## config.mk

```make
export PLATFORM = sky130hd
export DESIGN_NAME = asc_scan_controller
export DESIGN_NICKNAME = d
export VERILOG_FILES = /design/src/logic/asc_pkg.sv /design/src/logic/asc_scan_controller.sv /design/src/logic/asc_trigger_detect.sv /design/src/logic/asc_hold_control.sv
export SDC_FILE = /design/constraint.sdc
export NUM_CORES = 1
export LEC_CHECK = 0
export ABC_CLOCK_PERIOD_IN_PS = 4000
export BUFFER_PORTS_ARGS = -buffer_cell sky130_fd_sc_hd__buf_4
export CAP_MARGIN = 15
export CELL_PAD_IN_SITES_DETAIL_PLACEMENT = 1
export CELL_PAD_IN_SITES_GLOBAL_PLACEMENT = 2
export CORE_MARGIN = 5
export CORE_UTILIZATION = 38
export CTS_CLUSTER_SIZE = 24
export DETAILED_ROUTE_END_ITERATION = 8
export PLACE_DENSITY = 0.78
export SLEW_MARGIN = 15
export SYNTH_ARGS = -nofsm -noshare
export SYNTH_HDL_FRONTEND = slang
export SYNTH_SLANG_ARGS = --single-unit
```

## constraint.sdc

```tcl
create_clock -name core_clk -period 4 [get_ports core_clk]
set_clock_uncertainty 0.2 [all_clocks]
set_input_delay 0.2 -clock core_clk [delete_from_list [all_inputs] [get_ports core_clk]]
set_output_delay 0.2 -clock core_clk [all_outputs]
set_load 0.01 [all_outputs]
```

## src/logic/asc_pkg.sv

```systemverilog
`default_nettype none
package asc_pkg;
    localparam int ADDR_W = 32;
    localparam int DATA_W = 16;
    localparam int RES_W = 12;
    localparam int CHAN_N = 16;
    localparam int CHAN_W = 4;
    localparam int TRIG_N = 5;
    localparam int IRQ_W = 2;

    // Register addresses
    localparam logic [ADDR_W-1:0] CONVERTER_CONTROL_ADDR = 32'hFFFFD400;
    localparam logic [ADDR_W-1:0] SCAN_STATUS_ADDR = 32'hFFFFD404;
    localparam logic [ADDR_W-1:0] CHANNEL_SELECT_MASK_ADDR = 32'hFFFFD408;
    localparam logic [ADDR_W-1:0] IRQ_STATUS_ADDR = 32'hFFFFD40C;
    localparam logic [ADDR_W-1:0] IRQ_MASK_ADDR = 32'hFFFFD410;
    localparam logic [ADDR_W-1:0] RESULT_BASE_ADDR = 32'hFFFFD440;
    localparam int RESULT_STRIDE_SHIFT = 2;

    // Control register fields
    localparam int CTRL_START_BIT = 7;
    localparam int CTRL_SCAN_MODE_BIT = 6;
    localparam int CTRL_AUTOCLEAR_BIT = 5;
    localparam int CTRL_END_IE_BIT = 4;
    localparam int CTRL_TRIG_EN_BIT = 1;

    // Status and interrupt fields
    localparam int STATUS_END_FLAG_BIT = 0;
    localparam int IRQ_SCAN_END_BIT = 0;
    localparam int IRQ_TRIG_LOST_BIT = 1;

    // Reset values
    localparam logic [DATA_W-1:0] CHANNEL_MASK_RESET = 16'h0000;
    localparam logic [IRQ_W-1:0] IRQ_MASK_RESET = 2'h0;

    // Dedicated sample-and-hold channels 0..2 and 8..10
    localparam logic [CHAN_N-1:0] DEDICATED_HOLD_MASK = 16'h0707;
    localparam logic [CHAN_W-1:0] UPPER_GROUP_FIRST = 4'h8;

    // Conversion time per channel
    localparam int CLK_PERIOD_PS = 8000;
    localparam int CONV_TIME_PS = 1250000;
    localparam int CONV_CYCLES = (CONV_TIME_PS + CLK_PERIOD_PS - 1) / CLK_PERIOD_PS;
    localparam int CNT_W = 8;
    localparam logic [CNT_W-1:0] CONV_LAST = CNT_W'(CONV_CYCLES - 1);

    typedef enum logic [1:0] {
        ASC_IDLE = 2'b00,
        ASC_SAMPLE = 2'b01,
        ASC_CONVERT = 2'b10
    } asc_state_type;
endpackage : asc_pkg
`default_nettype wire

```

## src/logic/asc_scan_controller.sv

```systemverilog
`default_nettype none
module asc_scan_controller (
    // Clock and reset
    input wire logic core_clk,
    input wire logic srst,
    // Register port
    input wire logic [asc_pkg::ADDR_W-1:0] regAddr,
    input wire logic [asc_pkg::DATA_W-1:0] regWrData,
    input wire logic regWr,
    input wire logic regRd,
    output logic [asc_pkg::DATA_W-1:0] regRdData,
    // Trigger sources, active low
    input wire logic timerTriggerA_n,
    input wire logic timerTriggerZero_n,
    input wire logic timerTriggerFourA_n,
    input wire logic timerTriggerFourB_n,
    input wire logic externalTriggerPin_n,
    // Analog front end
    input wire logic [asc_pkg::RES_W-1:0] adcData,
    output logic [asc_pkg::CHAN_W-1:0] adcChannel,
    output logic adcConvert,
    output logic [asc_pkg::CHAN_N-1:0] holdDedicated,
    output logic holdLowGroup,
    output logic holdHighGroup,
    // Interrupt
    output logic irq
);
    import asc_pkg::*;

    function automatic logic isResultAddr(input logic [ADDR_W-1:0] a);
        logic [ADDR_W-1:0] off;
        off = a - RESULT_BASE_ADDR;
        isResultAddr = (a >= RESULT_BASE_ADDR) && (off[ADDR_W-1:RESULT_STRIDE_SHIFT] < CHAN_N)
            && (off[RESULT_STRIDE_SHIFT-1:0] == '0);
    endfunction

    function automatic logic [CHAN_W-1:0] resultIndex(input logic [ADDR_W-1:0] a);
        logic [ADDR_W-1:0] off;
        off = a - RESULT_BASE_ADDR;
        resultIndex = off[RESULT_STRIDE_SHIFT+CHAN_W-1:RESULT_STRIDE_SHIFT];
    endfunction

    // Lowest selected channel at or above the given one
    function automatic logic [CHAN_W:0] findChannel(input logic [CHAN_N-1:0] mask,
                                                     input logic [CHAN_W:0] from);
        logic [CHAN_W:0] hit;
        hit = '0;
        for (int i = CHAN_N - 1; i >= 0; i--) begin
            if (mask[i] && (i >= int'(from))) begin
                hit = {1'b1, CHAN_W'(i)};
            end
        end
        findChannel = hit;
    endfunction

    asc_state_type state;
    asc_state_type next_state;
    logic startBit;
    logic next_startBit;
    logic scanMode;
    logic next_scanMode;
    logic autoClear;
    logic next_autoClear;
    logic endIntEnable;
    logic next_endIntEnable;
    logic trigEnable;
    logic next_trigEnable;
    logic endFlag;
    logic next_endFlag;
    logic [CHAN_N-1:0] chanMask;
    logic [CHAN_N-1:0] next_chanMask;
    logic [IRQ_W-1:0] irqStatus;
    logic [IRQ_W-1:0] next_irqStatus;
    logic [IRQ_W-1:0] irqMask;
    logic [IRQ_W-1:0] next_irqMask;
    logic [CNT_W-1:0] convCount;
    logic [CNT_W-1:0] next_convCount;
    logic [CHAN_W-1:0] next_adcChannel;
    logic next_adcConvert;
    logic [RES_W-1:0] result [CHAN_N];
    logic [RES_W-1:0] next_result [CHAN_N];
    logic [DATA_W-1:0] next_regRdData;
    logic next_irq;
    logic scanStart;
    logic trigPulse;

    asc_trigger_detect u_trigger (
        .core_clk(core_clk),
        .srst(srst),
        .trig_n({externalTriggerPin_n, timerTriggerFourB_n, timerTriggerFourA_n,
                 timerTriggerZero_n, timerTriggerA_n}),
        .trigPulse(trigPulse)
    );

    asc_hold_control u_hold (
        .core_clk(core_clk),
        .srst(srst),
        .scanStart(scanStart),
        .scanMask(chanMask),
        .sampleNow(next_adcConvert & (state == ASC_SAMPLE)),
        .sampleChannel(next_adcChannel),
        .holdDedicated(holdDedicated),
        .holdLowGroup(holdLowGroup),
        .holdHighGroup(holdHighGroup)
    );

    always_comb begin
        logic [CHAN_W:0] pick;
        logic scanEnd;
        logic trigLost;
        pick = '0;
        scanEnd = 1'b0;
        trigLost = 1'b0;
        scanStart = 1'b0;
        next_state = state;
        next_startBit = startBit;
        next_scanMode = scanMode;
        next_autoClear = autoClear;
        next_endIntEnable = endIntEnable;
        next_trigEnable = trigEnable;
        next_endFlag = endFlag;
        next_chanMask = chanMask;
        next_irqStatus = irqStatus;
        next_irqMask = irqMask;
        next_convCount = convCount;
        next_adcChannel = adcChannel;
        next_adcConvert = 1'b0;
        next_result = result;

        // Read side effect; a result landing in the same cycle still wins
        if (regRd && autoClear && isResultAddr(regAddr)) begin
            next_result[resultIndex(regAddr)] = '0;
        end

        // Triggers only count while enabled
        if (trigPulse && trigEnable) begin
            if (startBit) begin
                trigLost = 1'b1;
            end else begin
                next_startBit = 1'b1;
            end
        end

        case (state)
            ASC_IDLE: begin
                pick = findChannel(chanMask, '0);
                if (startBit && pick[CHAN_W]) begin
                    scanStart = 1'b1;
                    next_adcChannel = pick[CHAN_W-1:0];
                    next_adcConvert = 1'b1;
                    next_state = ASC_SAMPLE;
                end
            end
            ASC_SAMPLE: begin
                next_adcConvert = 1'b1;
                next_convCount = CONV_LAST;
                next_state = ASC_CONVERT;
            end
            ASC_CONVERT: begin
                next_adcConvert = 1'b1;
                if (convCount == '0) begin
                    next_result[adcChannel] = adcData;
                    pick = findChannel(chanMask, {1'b0, adcChannel} + 1'b1);
                    if (pick[CHAN_W]) begin
                        next_adcChannel = pick[CHAN_W-1:0];
                        next_state = ASC_SAMPLE;
                    end else begin
                        scanEnd = 1'b1;
                        next_adcConvert = 1'b0;
                        next_state = ASC_IDLE;
                        if (!scanMode) begin
                            next_startBit = 1'b0;
                        end
                    end
                end else begin
                    next_convCount = convCount - 1'b1;
                end
            end
            default: begin
                next_state = ASC_IDLE;
            end
        endcase

        // Start bit at zero halts any scan in progress
        if (!startBit && state != ASC_IDLE) begin
            next_state = ASC_IDLE;
            next_adcConvert = 1'b0;
        end

        if (regWr) begin
            case (regAddr)
                CONVERTER_CONTROL_ADDR: begin
                    next_startBit = regWrData[CTRL_START_BIT];
                    next_scanMode = regWrData[CTRL_SCAN_MODE_BIT];
                    next_autoClear = regWrData[CTRL_AUTOCLEAR_BIT];
                    next_endIntEnable = regWrData[CTRL_END_IE_BIT];
                    next_trigEnable = regWrData[CTRL_TRIG_EN_BIT];
                end
                SCAN_STATUS_ADDR: begin
                    if (!regWrData[STATUS_END_FLAG_BIT]) begin
                        next_endFlag = 1'b0;
                    end
                end
                CHANNEL_SELECT_MASK_ADDR: begin
                    next_chanMask = regWrData;
                end
                IRQ_STATUS_ADDR: begin
                    next_irqStatus = irqStatus & ~regWrData[IRQ_W-1:0];
                end
                IRQ_MASK_ADDR: begin
                    next_irqMask = regWrData[IRQ_W-1:0];
                end
                default: begin
                end
            endcase
        end

        // Hardware sets win over software clears
        if (scanEnd) begin
            next_endFlag = 1'b1;
            if (endIntEnable) begin
                next_irqStatus[IRQ_SCAN_END_BIT] = 1'b1;
            end
        end
        if (trigLost) begin
            next_irqStatus[IRQ_TRIG_LOST_BIT] = 1'b1;
        end
        next_irq = |(next_irqStatus & next_irqMask);

        next_regRdData = '0;
        if (regRd) begin
            case (regAddr)
                CONVERTER_CONTROL_ADDR: begin
                    next_regRdData[CTRL_START_BIT] = startBit;
                    next_regRdData[CTRL_SCAN_MODE_BIT] = scanMode;
                    next_regRdData[CTRL_AUTOCLEAR_BIT] = autoClear;
                    next_regRdData[CTRL_END_IE_BIT] = endIntEnable;
                    next_regRdData[CTRL_TRIG_EN_BIT] = trigEnable;
                end
                SCAN_STATUS_ADDR: begin
                    next_regRdData[STATUS_END_FLAG_BIT] = endFlag;
                end
                CHANNEL_SELECT_MASK_ADDR: begin
                    next_regRdData = chanMask;
                end
                IRQ_STATUS_ADDR: begin
                    next_regRdData[IRQ_W-1:0] = irqStatus;
                end
                IRQ_MASK_ADDR: begin
                    next_regRdData[IRQ_W-1:0] = irqMask;
                end
                default: begin
                    if (isResultAddr(regAddr)) begin
                        next_regRdData[RES_W-1:0] = result[resultIndex(regAddr)];
                    end
                end
            endcase
        end
    end

    always_ff @(posedge core_clk) begin
        if (srst) begin
            state <= ASC_IDLE;
            startBit <= 1'b0;
            scanMode <= 1'b0;
            autoClear <= 1'b0;
            endIntEnable <= 1'b0;
            trigEnable <= 1'b0;
            endFlag <= 1'b0;
            chanMask <= CHANNEL_MASK_RESET;
            irqStatus <= '0;
            irqMask <= IRQ_MASK_RESET;
            convCount <= '0;
            adcChannel <= '0;
            adcConvert <= 1'b0;
            result <= '{default: '0};
            regRdData <= '0;
            irq <= 1'b0;
        end else begin
            state <= next_state;
            startBit <= next_startBit;
            scanMode <= next_scanMode;
            autoClear <= next_autoClear;
            endIntEnable <= next_endIntEnable;
            trigEnable <= next_trigEnable;
            endFlag <= next_endFlag;
            chanMask <= next_chanMask;
            irqStatus <= next_irqStatus;
            irqMask <= next_irqMask;
            convCount <= next_convCount;
            adcChannel <= next_adcChannel;
            adcConvert <= next_adcConvert;
            result <= next_result;
            regRdData <= next_regRdData;
            irq <= next_irq;
        end
    end
endmodule : asc_scan_controller
`default_nettype wire

```

## src/logic/asc_trigger_detect.sv

```systemverilog
`default_nettype none
module asc_trigger_detect (
    // Clock and reset
    input wire logic core_clk,
    input wire logic srst,
    // Active-low trigger lines
    input wire logic [asc_pkg::TRIG_N-1:0] trig_n,
    // One-cycle start pulse on any falling edge
    output logic trigPulse
);
    import asc_pkg::*;

    logic [TRIG_N-1:0] prev_n;
    logic [TRIG_N-1:0] fall;
    logic next_trigPulse;

    generate
        for (genvar i = 0; i < TRIG_N; i++) begin : g_edge
            assign fall[i] = prev_n[i] & ~trig_n[i];
        end
    endgenerate

    always_comb begin
        next_trigPulse = |fall;
    end

    always_ff @(posedge core_clk) begin
        if (srst) begin
            prev_n <= '1;
            trigPulse <= 1'b0;
        end else begin
            prev_n <= trig_n;
            trigPulse <= next_trigPulse;
        end
    end
endmodule : asc_trigger_detect
`default_nettype wire

```

## src/logic/asc_hold_control.sv

```systemverilog
`default_nettype none
module asc_hold_control (
    // Clock and reset
    input wire logic core_clk,
    input wire logic srst,
    // Scan sequencing
    input wire logic scanStart,
    input wire logic [asc_pkg::CHAN_N-1:0] scanMask,
    input wire logic sampleNow,
    input wire logic [asc_pkg::CHAN_W-1:0] sampleChannel,
    // Sample-and-hold strobes
    output logic [asc_pkg::CHAN_N-1:0] holdDedicated,
    output logic holdLowGroup,
    output logic holdHighGroup
);
    import asc_pkg::*;

    function automatic logic isDedicated(input logic [CHAN_W-1:0] ch);
        isDedicated = DEDICATED_HOLD_MASK[ch];
    endfunction

    logic [CHAN_N-1:0] next_holdDedicated;
    logic next_holdLowGroup;
    logic next_holdHighGroup;

    // All selected dedicated channels are held at the same instant
    generate
        for (genvar i = 0; i < CHAN_N; i++) begin : g_ded
            assign next_holdDedicated[i] = scanStart & scanMask[i] & isDedicated(CHAN_W'(i));
        end
    endgenerate

    // Shared holds serve the rest of each group, one channel at a time
    always_comb begin
        next_holdLowGroup = sampleNow & ~isDedicated(sampleChannel) & (sampleChannel < UPPER_GROUP_FIRST);
        next_holdHighGroup = sampleNow & ~isDedicated(sampleChannel) & (sampleChannel >= UPPER_GROUP_FIRST);
    end

    always_ff @(posedge core_clk) begin
        if (srst) begin
            holdDedicated <= '0;
            holdLowGroup <= 1'b0;
            holdHighGroup <= 1'b0;
        end else begin
            holdDedicated <= next_holdDedicated;
            holdLowGroup <= next_holdLowGroup;
            holdHighGroup <= next_holdHighGroup;
        end
    end
endmodule : asc_hold_control
`default_nettype wire

```

* Word-level counts from Yosys, hierarchy flattened
Memory sizes are Yosys's and may differ from the RTL's.
Cells that the tools add are included.
** Word-level totals
- ROM bits :: 16
- Input port bits :: 69
- RAM bits :: 0
- Latch bits :: 0
- Register bits after elaboration :: 274
- Memories kept :: 1
** Memory list
- (no name shown) :: words 16, bits a word 1, read ports 1, clocked after Yosys merged registers in 0, write ports 0, RTL line asc_hold_control.sv:19 : isDedicated = DEDICATED_HOLD_MASK[ch];
** Cells by class
- Shift-type cells :: 0
- Reductions and logical operators :: 45
- Muxes and demuxes :: 92
- Multipliers :: 0
- Bitwise logic cells :: 30
- Add/sub/neg operators :: 3
- Divide/modulo/power cells :: 0
- Eq/ne operators :: 11
- $lt $le $gt $ge :: 25
** Operators with widths (number)
- $mux W192 :: 3
- $and A192 B192 Y192 :: 1
- $bwmux W192 :: 1
- $not A192 Y192 :: 1
- $mux W5 :: 35
- $eq A32 B32 Y1 const B :: 5
- $demux W12 S4 :: 2
- $mux W12 :: 5
- $bmux W12 S4 :: 1
- $ge A4 B5 Y1 const A :: 8
- $ge A32 B32 Y1 const B :: 1
- $sub A32 B32 Y32 const B :: 1
- $lt A30 B5 Y1 const B :: 1
- $mux W1 :: 26
- $logic_and A1 B1 Y1 :: 25
- $ge A3 B5 Y1 const A :: 4
- $pmux W4 S2 :: 2
- $pmux W8 S2 :: 1
- $and A1 B1 Y1 :: 15
- $mux W2 :: 6
- $mux W4 :: 3
- $pmux W4 S3 :: 1
- $ge A1 B5 Y1 const A :: 2
- $ge A2 B5 Y1 const A :: 2
- 30 further kinds :: 54

* Depth between registers and ports, before layout
Gate-level depths: netlist of run 1.
- Word-level depth :: 29
- Gate-level depth with buffers :: 13

* By module
Synthesis of run 1 repeated with hierarchy kept, for this count alone.
** Unflattened totals
- Cell total of the unflattened synthesis :: 1285
- Area, all modules :: 12049.1 µm²
** Modules (own cells, without submodules)
- asc_scan_controller :: area each 11543.6 µm², cells each 1237, instances 1
- asc_hold_control :: area each 314.1 µm², cells each 30, instances 1
- asc_trigger_detect :: area each 191.4 µm², cells each 18, instances 1

* Worst setup path before layout of run 1
OpenSTA, ideal clock, no wires.
- Path kind :: register to register
- Start point :: register adcChannel[0] (netlist name)
- End point :: register adcConvert
- Arrival time :: 2.799 ns
- Required time :: 3.664 ns
- Buffers on the path :: 2
- Stages on the path, launching flop included :: 13
- Slack :: 0.865 ns
- Path through :: dfxtp_1 > buf_2 > inv_1 > ha_1 > or3b_1 > a21oi_1 > a311oi_1 > and4bb_1 > and4b_1 > buf_4 > nand2_1 > a311oi_1 > a211oi_1
** Between the ends
- Longest elaborated chain between the ends :: 25
** RTL lines
- start, declared :: RTL line asc_scan_controller.sv:20 : output logic [asc_pkg::CHAN_W-1:0] adcChannel,
- start signal, assigned :: RTL line asc_scan_controller.sv:291 : adcChannel <= next_adcChannel;
- $add A4 B1 Y5 * :: RTL line asc_scan_controller.sv:163 : pick = findChannel(chanMask, {1'b0, adcChannel} + 1'b1);
- $ge A4 B5 Y1 :: RTL line asc_scan_controller.sv:49 : if (mask[i] && (i >= int'(from))) begin
- $logic_and A1 B1 Y1 :: RTL line asc_scan_controller.sv:49
- $mux W5 (15 in series) :: RTL line asc_scan_controller.sv:49
- $mux W5 * :: RTL line asc_scan_controller.sv:49
- $mux W5 * :: RTL line asc_scan_controller.sv:161 : if (convCount == '0) begin
- $mux W5 * :: RTL line asc_scan_controller.sv:144 : case (state)
- $mux W1 * :: RTL line asc_scan_controller.sv:164 : if (pick[CHAN_W]) begin
- $mux W1 * :: RTL line asc_scan_controller.sv:161
- $pmux W1 S3 * :: RTL line asc_scan_controller.sv:144
- $mux W1 * :: RTL line asc_scan_controller.sv:185 : if (!startBit && state != ASC_IDLE) begin
- end signal, assigned :: RTL line asc_scan_controller.sv:292 : adcConvert <= next_adcConvert;
- end, declared :: RTL line asc_scan_controller.sv:21 : output logic adcConvert,
Every way passes the cells marked *; elsewhere a longest branch is shown, timed or not. The select of a mux whose other input is x is not followed.
A chain may end at the register's enable or synchronous reset.

* Worst setup path after layout of run 1
- Start point :: register adcChannel[0] (netlist name)
- End point :: register u_hold.holdHighGroup
** Between the ends
- Longest elaborated chain between the ends :: 29
** RTL lines
- $add A4 B1 Y5 :: RTL line asc_scan_controller.sv:163
- $ge A4 B5 Y1 :: RTL line asc_scan_controller.sv:49
- $logic_and A1 B1 Y1 :: RTL line asc_scan_controller.sv:49
- $mux W5 (16 in series) :: RTL line asc_scan_controller.sv:49
- $mux W5 :: RTL line asc_scan_controller.sv:161
- $mux W5 :: RTL line asc_scan_controller.sv:144
- $mux W4 :: RTL line asc_scan_controller.sv:164
- $mux W4 :: RTL line asc_scan_controller.sv:161
- $pmux W4 S2 :: RTL line asc_scan_controller.sv:144
- $mem_v2 Z16 W1
- $mux W1
- $not A1 Y1 :: RTL line asc_hold_control.sv:36 : next_holdHighGroup = sampleNow & ~isDedicated(sampleChannel) & (sampleChannel >= UPPER_GROUP_FIRST);
- $and A1 B1 Y1 :: RTL line asc_hold_control.sv:36
- $and A1 B1 Y1 * :: RTL line asc_hold_control.sv:36
- end signal, assigned :: RTL line asc_hold_control.sv:47 : holdHighGroup <= next_holdHighGroup;
- end, declared :: RTL line asc_hold_control.sv:14 : output logic holdHighGroup
Marked as above.

==> results.md, run 1 <==
* Max Cap Viol at 0
* Row cnt at 65
* Max-slew headroom at 17.7%
* N_diodes at 0
* Cell family with most CP delay: simple AND/OR/NAND/NOR gates
* Post-DRT Antenna Nets at 0
* CP Capture Point: u_hold.holdHighGroup
* Area Growth Syn to Fin at 20.4%
* Xor and xnor area share after synthesis at less than 1%
* Die area at ~0.036 mm²
* Sequential share of the synthesized area at 43.3%
* HPWL Detailed at approximately 28000 µm
* Initial core utilization at 38.6%
* Clock Power Share at 48.9%
* WP data arrival at around 3.9 ns
* Skew-Pair Late Insertion Delay at about 0.57 ns
* Drt wl/cell at 24.9 µm
* WP buf/inv at 1
* Largest family of logic cells by synthesized area: compound AO/OA/AOI/OAI gates
* Min Tclk post-route at between 3 and 4 ns
* Flop2flop setup slack at 0.39 ns
* Outcome: finished, final reports clean
* First-pass GRT wire length at between 60000 and 70000 µm
* Initial antenna violation count at 1
* Die Wd at between 150 and 200 µm
* Top_reg_cell synth: dfxtp_1
* Ys Warns at 0
* Fmax at 0.277 GHz
* Worst r2r src: adcChannel[0]
* Compound-Gate Fraction of Synth Area at between 20% and 30%
* Critical R2R Capture: u_hold.holdHighGroup
* Max Buffers Root-to-Sink at 3
* Sw Share at 22.6%
* CP max-delay cell: ha_1
* Critical path endpoint category: flip-flop
* Setup ws final at 0.386 ns
* Hold Crit Class: primary input to flip-flop
* Crit. path cell count at 10
* Clock tree root driver cell: clkbuf_16
* Core area at ~0.032 mm²
* All-Layer GR Usage at approximately a quarter
* Int Pwr at 4.41 mW
* Mux share of post-synthesis cell area at around 12%
* Crit path cell chain: inv_1, ha_1, or3b_1, a21oi_1, a311oi_1, and4bb_1, and4b_1, o221ai_1, o311ai_1, a21oi_1
* Syn Area/Cell at between 9 and 10 µm²
* Total Neg Setup Slack at 0 ns
* Leak pwr at approximately 5.4 nW
* Die Y at 189 µm
* Total CTS buffers at 29
* Maximum VDD drop at about 0.00032 V
* Simple logic cell fraction of the synthesized area at about 16%
* Final wirelength at 44700 µm
* Worst-Margin Slew at about 1.2 ns
* Most common cell on crit path: a21oi_1
* Ys async rst share at 0%
* Period Utilization, post-route at 90.4%
* Share of cells above drive strength 1 at roughly a fifth
* Vias in the first global route at ~11000
* Count of different cell masters after synthesis at between 80 and 90
* Fillers at around 3500
* Clock sink count at ~260
* Final count of hold timing violations at 0
* Final Wtd Congestion at 0.884
* Post-DR vias/cell at 6.10
* Syn Std Cell Area at around 0.012 mm²
* Largest net degree at the start of global routing at 174
* TritonRoute pass-1 iters at 7
* TritonCTS clock tree: yes
* I/O pin count at 109
* Clk pin slew, worst setup/hold paths at 0.06 ns
* DRT iter0 DRCs at approximately 840
* Flop pwr share at a little under half
* H-tree levels at 1
* Startpoint Class: flip-flop
* Fin. max-slew vios at 0
* PwrDens at slightly below 400 mW/mm²
* EDFF count, synth at 0
* Global route overflow at 0
* Nets at 1453
* Worst path max stage delay at about 0.56 ns
* RSZ-0062 raised after global routing: no
* CP required at 4.24 ns
* Seq cells post-synth at around 260
* # port buffers at 98
* Cell count after synthesis at about 1300
* CP Max Fanout at 13
* Critical Path Start: adcChannel[0]
* # DRC at 0
* Via count at ~11000
* Critical path type: flip-flop to flip-flop
* Post-Synth Adder-Cell Area at less than 1%
* Comb power frac at under 10%
* Final Setup Violations at 0
* Switching power at about 1.3 mW
* Reg2reg path depth at 10
* Pre-CTS worst setup slack at approximately 0.4 ns
-- worst register-to-register path, stage by stage, from the launching register on --
cell	delay, ns
dfxtp_1	0.45
inv_1	0.15
ha_1	0.56
or3b_1	0.46
a21oi_1	0.21
a311oi_1	0.13
and4bb_1	0.33
and4b_1	0.48
o221ai_1	0.21
o311ai_1	0.17
a21oi_1	0.13
-- synth_stat cells (all sizes together) (14+ instances only) --
library cell | number | share of area (%)
buf | 58 | 3.0
nor2 | 203 | 6.3
nor4 | 14 | 0.92
inv | 27 | 0.83
a21oi | 63 | 2.6
a22oi | 160 | 9.9
nand2 | 70 | 2.2
nor2b | 22 | 1.1
mux4 | 60 | 11
dfxtp | 264 | 43
clkbuf | 65 | 2.0
and2 | 22 | 1.1
and3 | 17 | 0.87
o21ai | 24 | 1.0
a22o | 37 | 2.7
-- per-stage QoR --
step / hold slack [ns] / instances / instance area [µm²] / util, % / total power, mW
2_1_floorplan: 0.104 / 1283 / 12200 / - / 2.83
3_3_place_gp: 0.193 / 1700 / 13200 / 41.8 / 2.93
3_5_place_dp: 0.201 / 1700 / 13200 / 41.8 / 2.93
4_1_cts: 0.0648 / 1799 / 14700 / 46.4 / 5.74
5_1_grt: 0.157 / 1799 / 14700 / 46.4 / 5.87
6_report: 0.0728 / 1799 / 14700 / 46.4 / 5.69
-- cells by family after synthesis --
kind of cell / Yosys count
AOI/OAI and AO/OA: 363
adders and majority gates: 7
buffers and inverters: 152
other: 1
xor gates and xnor gates: 5
DFF: 264
and+or+nand+nor: 416
muxes: 66
-- layer usage --
metal | vias up | track usage (%) | wire length (µm)
li1 | 4902 | - | -
met5 | - | 0 | 0
met3 | 120 | 3.78 | 2800
met2 | 378 | 39.9 | 20500
met4 | 0 | 8.72 | 1830
met1 | 5569 | 32.9 | 19600
-- flip-flops by register name, indices dropped and copies added, names as in the netlist --
| signal | cells |
|---|---|
| adcChannel | 4 |
| adcConvert | 1 |
| autoClear | 1 |
| chanMask | 16 |
| convCount | 8 |
| endFlag | 1 |
| endIntEnable | 1 |
| irq | 1 |
| irqMask | 2 |
| irqStatus | 2 |
| regRdData | 16 |
| result | 192 |
| scanMode | 1 |
| startBit | 1 |
| state | 2 |
| trigEnable | 1 |
| u_hold.holdDedicated | 6 |
| u_hold.holdHighGroup | 1 |
| u_hold.holdLowGroup | 1 |
| u_trigger.prev_n | 5 |
| u_trigger.trigPulse | 1 |
-- cell usage in the layout (no fill, tap or decap), types with 5 or more instances in the layout --
| cell type | count |
|---|---|
| a21oi_1 | 53 |
| buf_4 | 137 |
| o211ai_1 | 5 |
| a211oi_1 | 8 |
| a222oi_1 | 6 |
| mux4_2 | 60 |
| dfxtp_1 | 264 |
| nand2_1 | 70 |
| nand3_1 | 9 |
| a22o_1 | 37 |
| or2_2 | 6 |
| nor3_1 | 10 |
| nand4_1 | 8 |
| nand2b_1 | 8 |
| conb_1 | 10 |
| and2_1 | 19 |
| ha_1 | 7 |
| and3_1 | 17 |
| inv_1 | 27 |
| nor2_1 | 202 |
| mux2i_1 | 5 |
| nor2b_1 | 22 |
| a31oi_1 | 11 |
| a21oi_2 | 10 |
| o21ai_0 | 23 |
| clkbuf_16 | 29 |
| xnor2_1 | 5 |
| clkinv_2 | 7 |
| dlygate4sd3_1 | 48 |
| a22oi_1 | 159 |
| clkbuf_8 | 8 |
| nor4_1 | 10 |
-- area by class of cell --
class	instances	area [µm²]	area share (%)
Multi-Input combinational cell	867	6260	42.6
Sequential cell	264	5290	36.0
Timing Repair Buffer	187	1540	10.5
Clock buffer	40	847	5.77
Tap cell	402	503	3.42
Clock inverter	11	145	0.988
Inverter	28	105	0.716
-- worst min path at each step --
stage          depth (start not counted)                start                  end  slack (ns)
2_1_floorplan                          1      timerTriggerA_n  u_trigger.prev_n[0]        0.10
3_3_place_gp                           2  timerTriggerFourA_n  u_trigger.prev_n[2]        0.19
3_5_place_dp                           2  timerTriggerFourA_n  u_trigger.prev_n[2]        0.20
4_1_cts                                7           regAddr[8]           irqMask[1]        0.06
5_1_grt                                4           regAddr[4]           irqMask[1]        0.16
6_report                               7           regAddr[8]           irqMask[1]        0.07
-- repair_timing --
item,CTS,global route
buffers inserted,0,0
resized for setup,0,0
endpoints found under the hold margin,222,0
hold buffers,48,0
endpoints found under the setup margin,0,0
-- power groups by stage --
stage | Clock (mW) | Sequential (mW) | Combinational (mW)
3_5_place_dp | 0 | 2.69 | 0.242
5_1_grt | 2.95 | 2.63 | 0.292
3_3_place_gp | 0 | 2.69 | 0.240
2_1_floorplan | 0 | 2.69 | 0.136
4_1_cts | 2.84 | 2.63 | 0.273
6_report | 2.79 | 2.63 | 0.274
Note: power is estimated with default switching activity, not from simulation.
==> inputs of run 2 (changes only) <==
--- a/config.mk
+++ b/config.mk
@@ -5,13 +5,15 @@
 export SDC_FILE = /design/constraint.sdc
 export NUM_CORES = 1
 export LEC_CHECK = 0
+export ABC_AREA = 1
 export ABC_CLOCK_PERIOD_IN_PS = 4000
 export BUFFER_PORTS_ARGS = -buffer_cell sky130_fd_sc_hd__buf_4
 export CAP_MARGIN = 15
 export CELL_PAD_IN_SITES_DETAIL_PLACEMENT = 1
 export CELL_PAD_IN_SITES_GLOBAL_PLACEMENT = 2
 export CORE_MARGIN = 5
-export CORE_UTILIZATION = 38
+export CORE_UTILIZATION = 34
+export CTS_CLUSTER_DIAMETER = 200
 export CTS_CLUSTER_SIZE = 24
 export DETAILED_ROUTE_END_ITERATION = 8
 export PLACE_DENSITY = 0.78
==> run 2 against run 1 <==
Effect of this change: critical path depth rose by 8; via count is 15% higher; clock power down 43%; first-iteration DRC count grew 5.5%; power is 18% lower; combinational power rose by 57%; sequential share of layout area rose by 0.95 points; synthesized cell count grew 38%; synthesized area increased by 2.0%; non-clock buffer count is 10 lower; cell count rose by 27%.
==> results.md, run 2 <==
* Outcome: finished, final reports clean
* Hold Crit Class: primary input to flip-flop
* Nets at approximately 1900
* Post-DR vias/cell at roughly 5.5
* Skew-Pair Late Insertion Delay at ~0.50 ns
* Most frequent cells in the layout: 309 x nand2_1, 264 x dfxtp_1, 226 x nand3_1, 223 x a21oi_1, 162 x nor2_1
* Fillers at ~4500
* PwrDens at approximately 320 mW/mm²
* Largest registers: result x192, chanMask x16, regRdData x16
* RSZ-0062 raised after global routing: no
* Ys async rst share at 0%
* Min Tclk post-route at around 3.5 ns
* Fin. max-slew vios at 0
* Largest register FFs at approximately 190
* First-pass GRT wire length at ~76000 µm
* HPWL Detailed at 34100 µm
* Syn Std Cell Area at approximately 0.012 mm²
* Sequential share of the synthesized area at 42.5%
* H-tree levels at 1
* Dpl cells at 2235
* Final Setup Violations at 0
* Final count of hold timing violations at 0
* Leak pwr at around 5.2 nW
* Global route overflow at 0
* Period Utilization, post-route at roughly 88%
* Placed inst area at roughly 0.014 mm²
* Clock tree root driver cell: clkbuf_16
* Worst r2r src: adcChannel[1]
* Setup ws final at 0.474 ns
* Area Growth Syn to Fin at 15.0%
* N_diodes at 0
* Max Cap Viol at 0
* Clk pin slew, worst setup/hold paths at roughly 0.1 ns
* EDFF count, synth at 0
* Reg2reg path depth at 18
* Total CTS buffers at 14
* Worst hold start: regAddr[6]
* I/O pin count at 109
* # DRC at 0
* WP data arrival at between 3 and 4 ns
* Critical path endpoint category: flip-flop
* Hold buffers post-CTS at 40
* Most common cell after layout, fill and taps aside: nand2_1
* Seq cells post-synth at about 260
* Non-Filler Instances at 2290
* All-Layer GR Usage at 23.6%
* Ys Warns at 0
* # resized after CTS at 0
* Syn Area/Cell at 7.07 µm²
* Drt wl/cell at about 22 µm
* Startpoint Class: flip-flop
* TritonRoute pass-1 iters at 5
* Row cnt at 70
* TritonCTS clock tree: yes
* Most common cell in the netlist: nand2_1
* Initial core utilization at 34.2%
* Worst-Margin Slew at ~0.97 ns
* Largest net degree at the start of global routing at between 150 and 200
* Clock sink count at between 200 and 300
* CP required at around 4.1 ns
* Flop2flop setup slack at ~0.47 ns
* Final Wtd Congestion at approximately 0.85
* Die Wd at 201 µm
* Share of cells above drive strength 1 at between 10% and 20%
* Initial antenna violation count at 0
* # port buffers at a little under 100
* Top cell type by total area after synthesis: dfxtp_1
* Max-slew headroom at between 30% and 40%
* Final Instance Area at around 0.014 mm²
* Hold-critical path depth at 6
* Top post-synthesis cells by area: dfxtp_1 42%, nand2_1 9.4%, nand3_1 9.1%, a21oi_1 9.0%, nor2_1 4.9%
* Count of different cell masters after synthesis at 49
* Via count at around 13000
* Die area at around 0.041 mm²
* Hold path endpoint: startBit
* DRT iter0 DRCs at 890
* Cell count after synthesis at roughly 1800
* Final core occ at 39.4%
* Critical Path Start: adcChannel[1]
* CP Max Fanout at 12
* Synth cell count leaders: 310 x nand2_1, 264 x dfxtp_1, 226 x nand3_1
* Total Neg Setup Slack at 0 ns
* Pre-CTS worst setup slack at 0.515 ns
* Critical R2R Capture: startBit
* Yosys top cell area share at roughly 42%
* Post-DRT Antenna Nets at 0
* Maximum VDD drop at between 0.0003 and 0.0004 V
* Fmax at ~0.28 GHz
* Reg with most FFs: result
* Post-CTS Setup Inserts at 0
* Final wirelength at ~50000 µm
* Top_reg_cell synth: dfxtp_1
* Max Buffers Root-to-Sink at 3
* Die Y at roughly 200 µm
* Critical path type: flip-flop to flip-flop
* Vias in the first global route at roughly 13000
* Core area at roughly 0.036 mm²
[run 2: cell types whose count changed after synthesis, moves of 65 or more]
cell / delta
nor3_1: +65
nand2_1: +240
inv_1: +89
nand3_1: +217
a22oi_1: -144
a21oi_1: +160
[run 2: per-layer routing]
| layer | vias to the layer above | GRT usage [%] | part of all wire, % |
|---|---|---|---|
| met5 | - | 0 | 0 |
| met4 | 0 | 4.81 | 2.0 |
| met3 | 43 | 3.08 | 4.0 |
| met2 | 281 | 40.5 | 48 |
| met1 | 6238 | 32.0 | 46 |
| li1 | 6089 | - | - |
[run 2: logic make-up after synthesis]
group / after synthesis / share of synthesized area, %
other cells: 1 / 0.0301
compound gates: 399 / 18.7
flops: 264 / 42.5
simple gates: 823 / 29.4
xor+xnor: 1 / 0.0704
buf+inv: 266 / 8.67
fa+ha+maj: 7 / 0.704
[run 2: worst max path at each step]
stage | slack (ns) | endpoint | cells after the start
6_report | 0.47 | startBit | 18
5_1_grt | 0.15 | startBit | 18
4_1_cts | 0.47 | startBit | 18
3_5_place_dp | 0.52 | startBit | 18
3_3_place_gp | 0.64 | startBit | 18
2_1_floorplan | 1.05 | u_hold.holdLowGroup | 24
[run 2: layout make-up]
type,instances,area (µm²),area share (%)
inverters,126,475,3.32
flip-flops and latches,264,5290,36.9
clock buffers,15,375,2.62
well taps,468,586,4.09
repair buffers,177,1470,10.3
multi-input cells,1240,6120,42.7
[run 2: where the power goes]
part	internal [mW]	switching, mW	leakage [nW]
clock network	0.676	0.904	0.185
registers	2.63	0.00102	2.13
logic	0.134	0.297	2.87
total	3.44	1.20	5.18
[run 2: through the flow]
step                      hold WS, ns  power (mW)
after global placement          0.197        3.09
final                          0.0629        4.64
after global routing            0.116        4.80
after floorplan                 0.104        2.89
after detailed placement        0.198        3.09
after CTS                      0.0494        4.70
[run 2: critical path, cell delays in order (launching register included)]
cell and delay [ns]:
dfxtp_1 0.55, ha_1 0.36, nand3_2 0.27, nand2_1 0.18, nor2_1 0.07, nand3_1 0.08
nand3_1 0.07, nand2_1 0.10, nand2_1 0.07, nor2_2 0.11, nand2_1 0.09, nor2_1 0.09
nand4_1 0.10, nor2_2 0.15, nand4_4 0.14, nor2_1 0.18, nand2_1 0.22, o211ai_1 0.24
a21oi_1 0.08
==> inputs of run 3 (changes only) <==
--- a/config.mk
+++ b/config.mk
@@ -6,18 +6,19 @@
 export NUM_CORES = 1
 export LEC_CHECK = 0
 export ABC_AREA = 1
-export ABC_CLOCK_PERIOD_IN_PS = 4000
+export ABC_CLOCK_PERIOD_IN_PS = 2900
 export BUFFER_PORTS_ARGS = -buffer_cell sky130_fd_sc_hd__buf_4
 export CAP_MARGIN = 15
 export CELL_PAD_IN_SITES_DETAIL_PLACEMENT = 1
 export CELL_PAD_IN_SITES_GLOBAL_PLACEMENT = 2
 export CORE_MARGIN = 5
-export CORE_UTILIZATION = 34
+export CORE_UTILIZATION = 31
 export CTS_CLUSTER_DIAMETER = 200
 export CTS_CLUSTER_SIZE = 24
 export DETAILED_ROUTE_END_ITERATION = 8
-export PLACE_DENSITY = 0.78
+export PLACE_DENSITY = 0.73
 export SLEW_MARGIN = 15
 export SYNTH_ARGS = -nofsm -noshare
 export SYNTH_HDL_FRONTEND = slang
+export SYNTH_HIERARCHICAL = 1
 export SYNTH_SLANG_ARGS = --single-unit
==> constraint.sdc (replaced) <==
create_clock -name core_clk -period 2.9 [get_ports core_clk]
set_clock_uncertainty 0.2 [all_clocks]
set_input_delay 0.145 -clock core_clk [delete_from_list [all_inputs] [get_ports core_clk]]
set_output_delay 0.145 -clock core_clk [all_outputs]
set_load 0.01 [all_outputs]
==> run 3 against run 2 <==
Effect of this change: first-iteration DRC count rose by 4.7%; core utilization fell by 2.6 points; non-clock buffer count rose by 31; clock power rose by 40%; critical path type unchanged.
==> results.md, run 3 <==
* TritonCTS clock tree: yes
* Die Y at about 210 µm
* Min Tclk post-route at between 2 and 3 ns
* Skew-Pair Late Insertion Delay at 0.51 ns
* Cell count after synthesis at 1733
* HPWL Detailed at approximately 35000 µm
* Fmax at ~0.36 GHz
* Global route overflow at 0
* Critical path type: flip-flop to flip-flop
* Share of cells above drive strength 1 at between 10% and 20%
* Seq cells post-synth at approximately 260
* N_diodes at 0
* Hold Worst Slack at about 0.039 ns
* Largest net degree at the start of global routing at 198
* Clock sink count at roughly 260
* Drt wl/cell at between 20 and 25 µm
* Nets at roughly 1900
* Crit path cell chain: nor3_1, nand3_1, nor3_4, nand3_1, buf_4, nor2_1, inv_1, nand3_1, a21oi_1
* Ys Warns at 6
* Leak pwr at between 5 and 6 nW
* Final Instance Area at roughly 0.015 mm²
* Startpoint Class: flip-flop
* Worst-Margin Slew at approximately 1.1 ns
* Most common cell after layout, fill and taps aside: nand2_1
* Initial core utilization at 31.4%
* Synth cell count leaders: 319 x nand2_1, 264 x dfxtp_1, 230 x a21oi_1
* Worst path max stage delay at 0.35 ns
* Most common cell in the netlist: nand2_1
* WP data arrival at 2.92 ns
* Critical path endpoint category: flip-flop
* Vias in the first global route at 12900
* Via count at 12600
* Most frequent cells in the layout: 314 x nand2_1, 260 x dfxtp_1, 228 x a21oi_1, 192 x nand3_1, 160 x buf_4
* Total CTS buffers at 14
* Largest register FFs at around 190
* Clk pin slew, worst setup/hold paths at 0.10 ns
* Sequential share of the synthesized area at between 40% and 50%
* PwrDens at 429 mW/mm²
* DRT iter0 DRCs at between 900 and 1000
* Final wirelength at just over 50000 µm
* Final count of hold timing violations at 0
* First-pass GRT wire length at 77600 µm
* CP Max Fanout at 12
* Die area at between 0.04 and 0.05 mm²
* Outcome: finished, final reports clean
* Period Utilization, post-route at a little over nine tenths
* Core area at 0.0408 mm²
* Clock tree root driver cell: clkbuf_16
* Top cell type by total area after synthesis: dfxtp_1
* RSZ-0062 raised after global routing: yes
* Top_reg_cell synth: dfxtp_1
* Final Setup Violations at 0
* Placed inst area at approximately 0.014 mm²
* EDFF count, synth at 0
* Most common cell on crit path: nand3_1
* Max Cap Viol at 0
* Count of different cell masters after synthesis at 55
* Final Wtd Congestion at between 0.8 and 0.9
* # DRC at 0
* CP required at 3.05 ns
* Initial antenna violation count at 0
* Yosys top cell area share at roughly 41%
* Syn Std Cell Area at approximately 0.013 mm²
* Ys async rst share at 0%
* Syn Area/Cell at between 7 and 8 µm²
* Reg with most FFs: result
* WP buf/inv at 2
* Cell family with most CP delay: simple AND/OR/NAND/NOR gates
* CP max-delay cell: dfxtp_1
* Top post-synthesis cells by area: dfxtp_1 41%, nand2_1 9.3%, a21oi_1 9.0%, nand3_1 7.5%, o22ai_1 3.5%
* Row cnt at 74
* # port buffers at just under 100
* Max-slew headroom at 30.0%
* I/O pin count at roughly 110
* Die Wd at approximately 210 µm
* Max Buffers Root-to-Sink at 3
* Fin. max-slew vios at 0
* Post-CTS Setup Inserts at 0
* Area Growth Syn to Fin at 17.1%
* Post-DR vias/cell at between 5 and 6
* TritonRoute pass-1 iters at 5
* Hold Crit Class: primary input to flip-flop
* All-Layer GR Usage at 21.8%
* Post-DRT Antenna Nets at 0
* Maximum VDD drop at 0.000390 V
* Largest registers: result x192, chanMask x16, regRdData x16
* H-tree levels at 1
-- run 3: cell types whose count changed after synthesis, sizes merged, moves of 17 or more --
| cell | delta |
|---|---|
| o21ai | +43 |
| nor2 | -57 |
| nor3 | -56 |
| a211oi | -23 |
| o31ai | -17 |
| o22ai | +30 |
| nand4 | +23 |
-- run 3: through the flow --
stage | setup slack [ns] | std cells | utilization [%] | total power, mW | TNS (ns)
after global placement | 0.178 | 2299 | 34.6 | 4.27 | 0
after global routing | -0.0551 | 2357 | 36.8 | 6.66 | -0.653
final | 0.136 | 2357 | 36.8 | 6.44 | 0
after floorplan | 0.259 | 1742 | - | 3.99 | 0
after detailed placement | 0.145 | 2299 | 34.6 | 4.27 | 0
after CTS | 0.102 | 2357 | 36.6 | 6.52 | 0
-- run 3: report_power, final --
group | total (mW) | switching, mW | leakage (nW) | internal [mW]
Combinational | 0.605 | 0.402 | 3.10 | 0.203
Sequential | 3.63 | 0.00128 | 2.13 | 3.63
Clock | 2.21 | 1.27 | 0.185 | 0.932
Total | 6.44 | 1.68 | 5.42 | 4.76
-- run 3: worst min-delay path, stage by stage --
cell,delay [ns]
buf_4,0.08
nor2_1,0.05
and3_1,0.16
nand2_1,0.06
inv_1,0.04
nand4_1,0.06
a21oi_1,0.08
-- run 3: logic make-up (layout without fill, tap and decap cells) --
kind of cell	Yosys count	after routing	share of synthesized area [%]
AOI/OAI and AO/OA	443	443	19.6
adders and majority gates	7	7	0.683
buffers and inverters	267	350	9.12
xor gates and xnor gates	4	4	0.273
other	1	10	0.0292
DFF	264	264	41.2
and+or+nand+nor	747	747	29.1
-- run 3: layer usage --
layer / wire length (µm) / share of wire (%) / global-route usage, %
met1: 23100 / 45 / 29.4
met2: 25200 / 49 / 38.1
met3: 1760 / 3.4 / 1.76
met4: 1150 / 2.2 / 5.11
met5: 0 / 0 / 0
-- run 3: path summary, 6_finish.rpt --
kind / cells past startpoint / slack, ns / to / startpoint
worst max-delay path: 9 / 0.14 / result[141] / convCount[2]
worst min register to register: 1 / 0.27 / convCount[0] / convCount[0]
worst min-delay path: 7 / 0.04 / irqMask[0] / regAddr[0]
worst max register to register: 9 / 0.14 / result[141] / convCount[2]
-- run 3: area by class of cell --
| type | instances | area [µm²] |
|---|---|---|
| Fill cell | 5001 | 25800 |
| Multi-Input combinational cell | 1211 | 6480 |
| Sequential cell | 264 | 5300 |
| Timing Repair Buffer | 208 | 1720 |
| Tap cell | 532 | 666 |
| Inverter | 127 | 477 |
| Clock buffer | 15 | 375 |
-- run 3: timing repair --
action,in CTS,in global routing
hold endpoints to repair,240,0
hold buffers,43,0
setup endpoints to repair,0,26
gates resized for setup,0,29
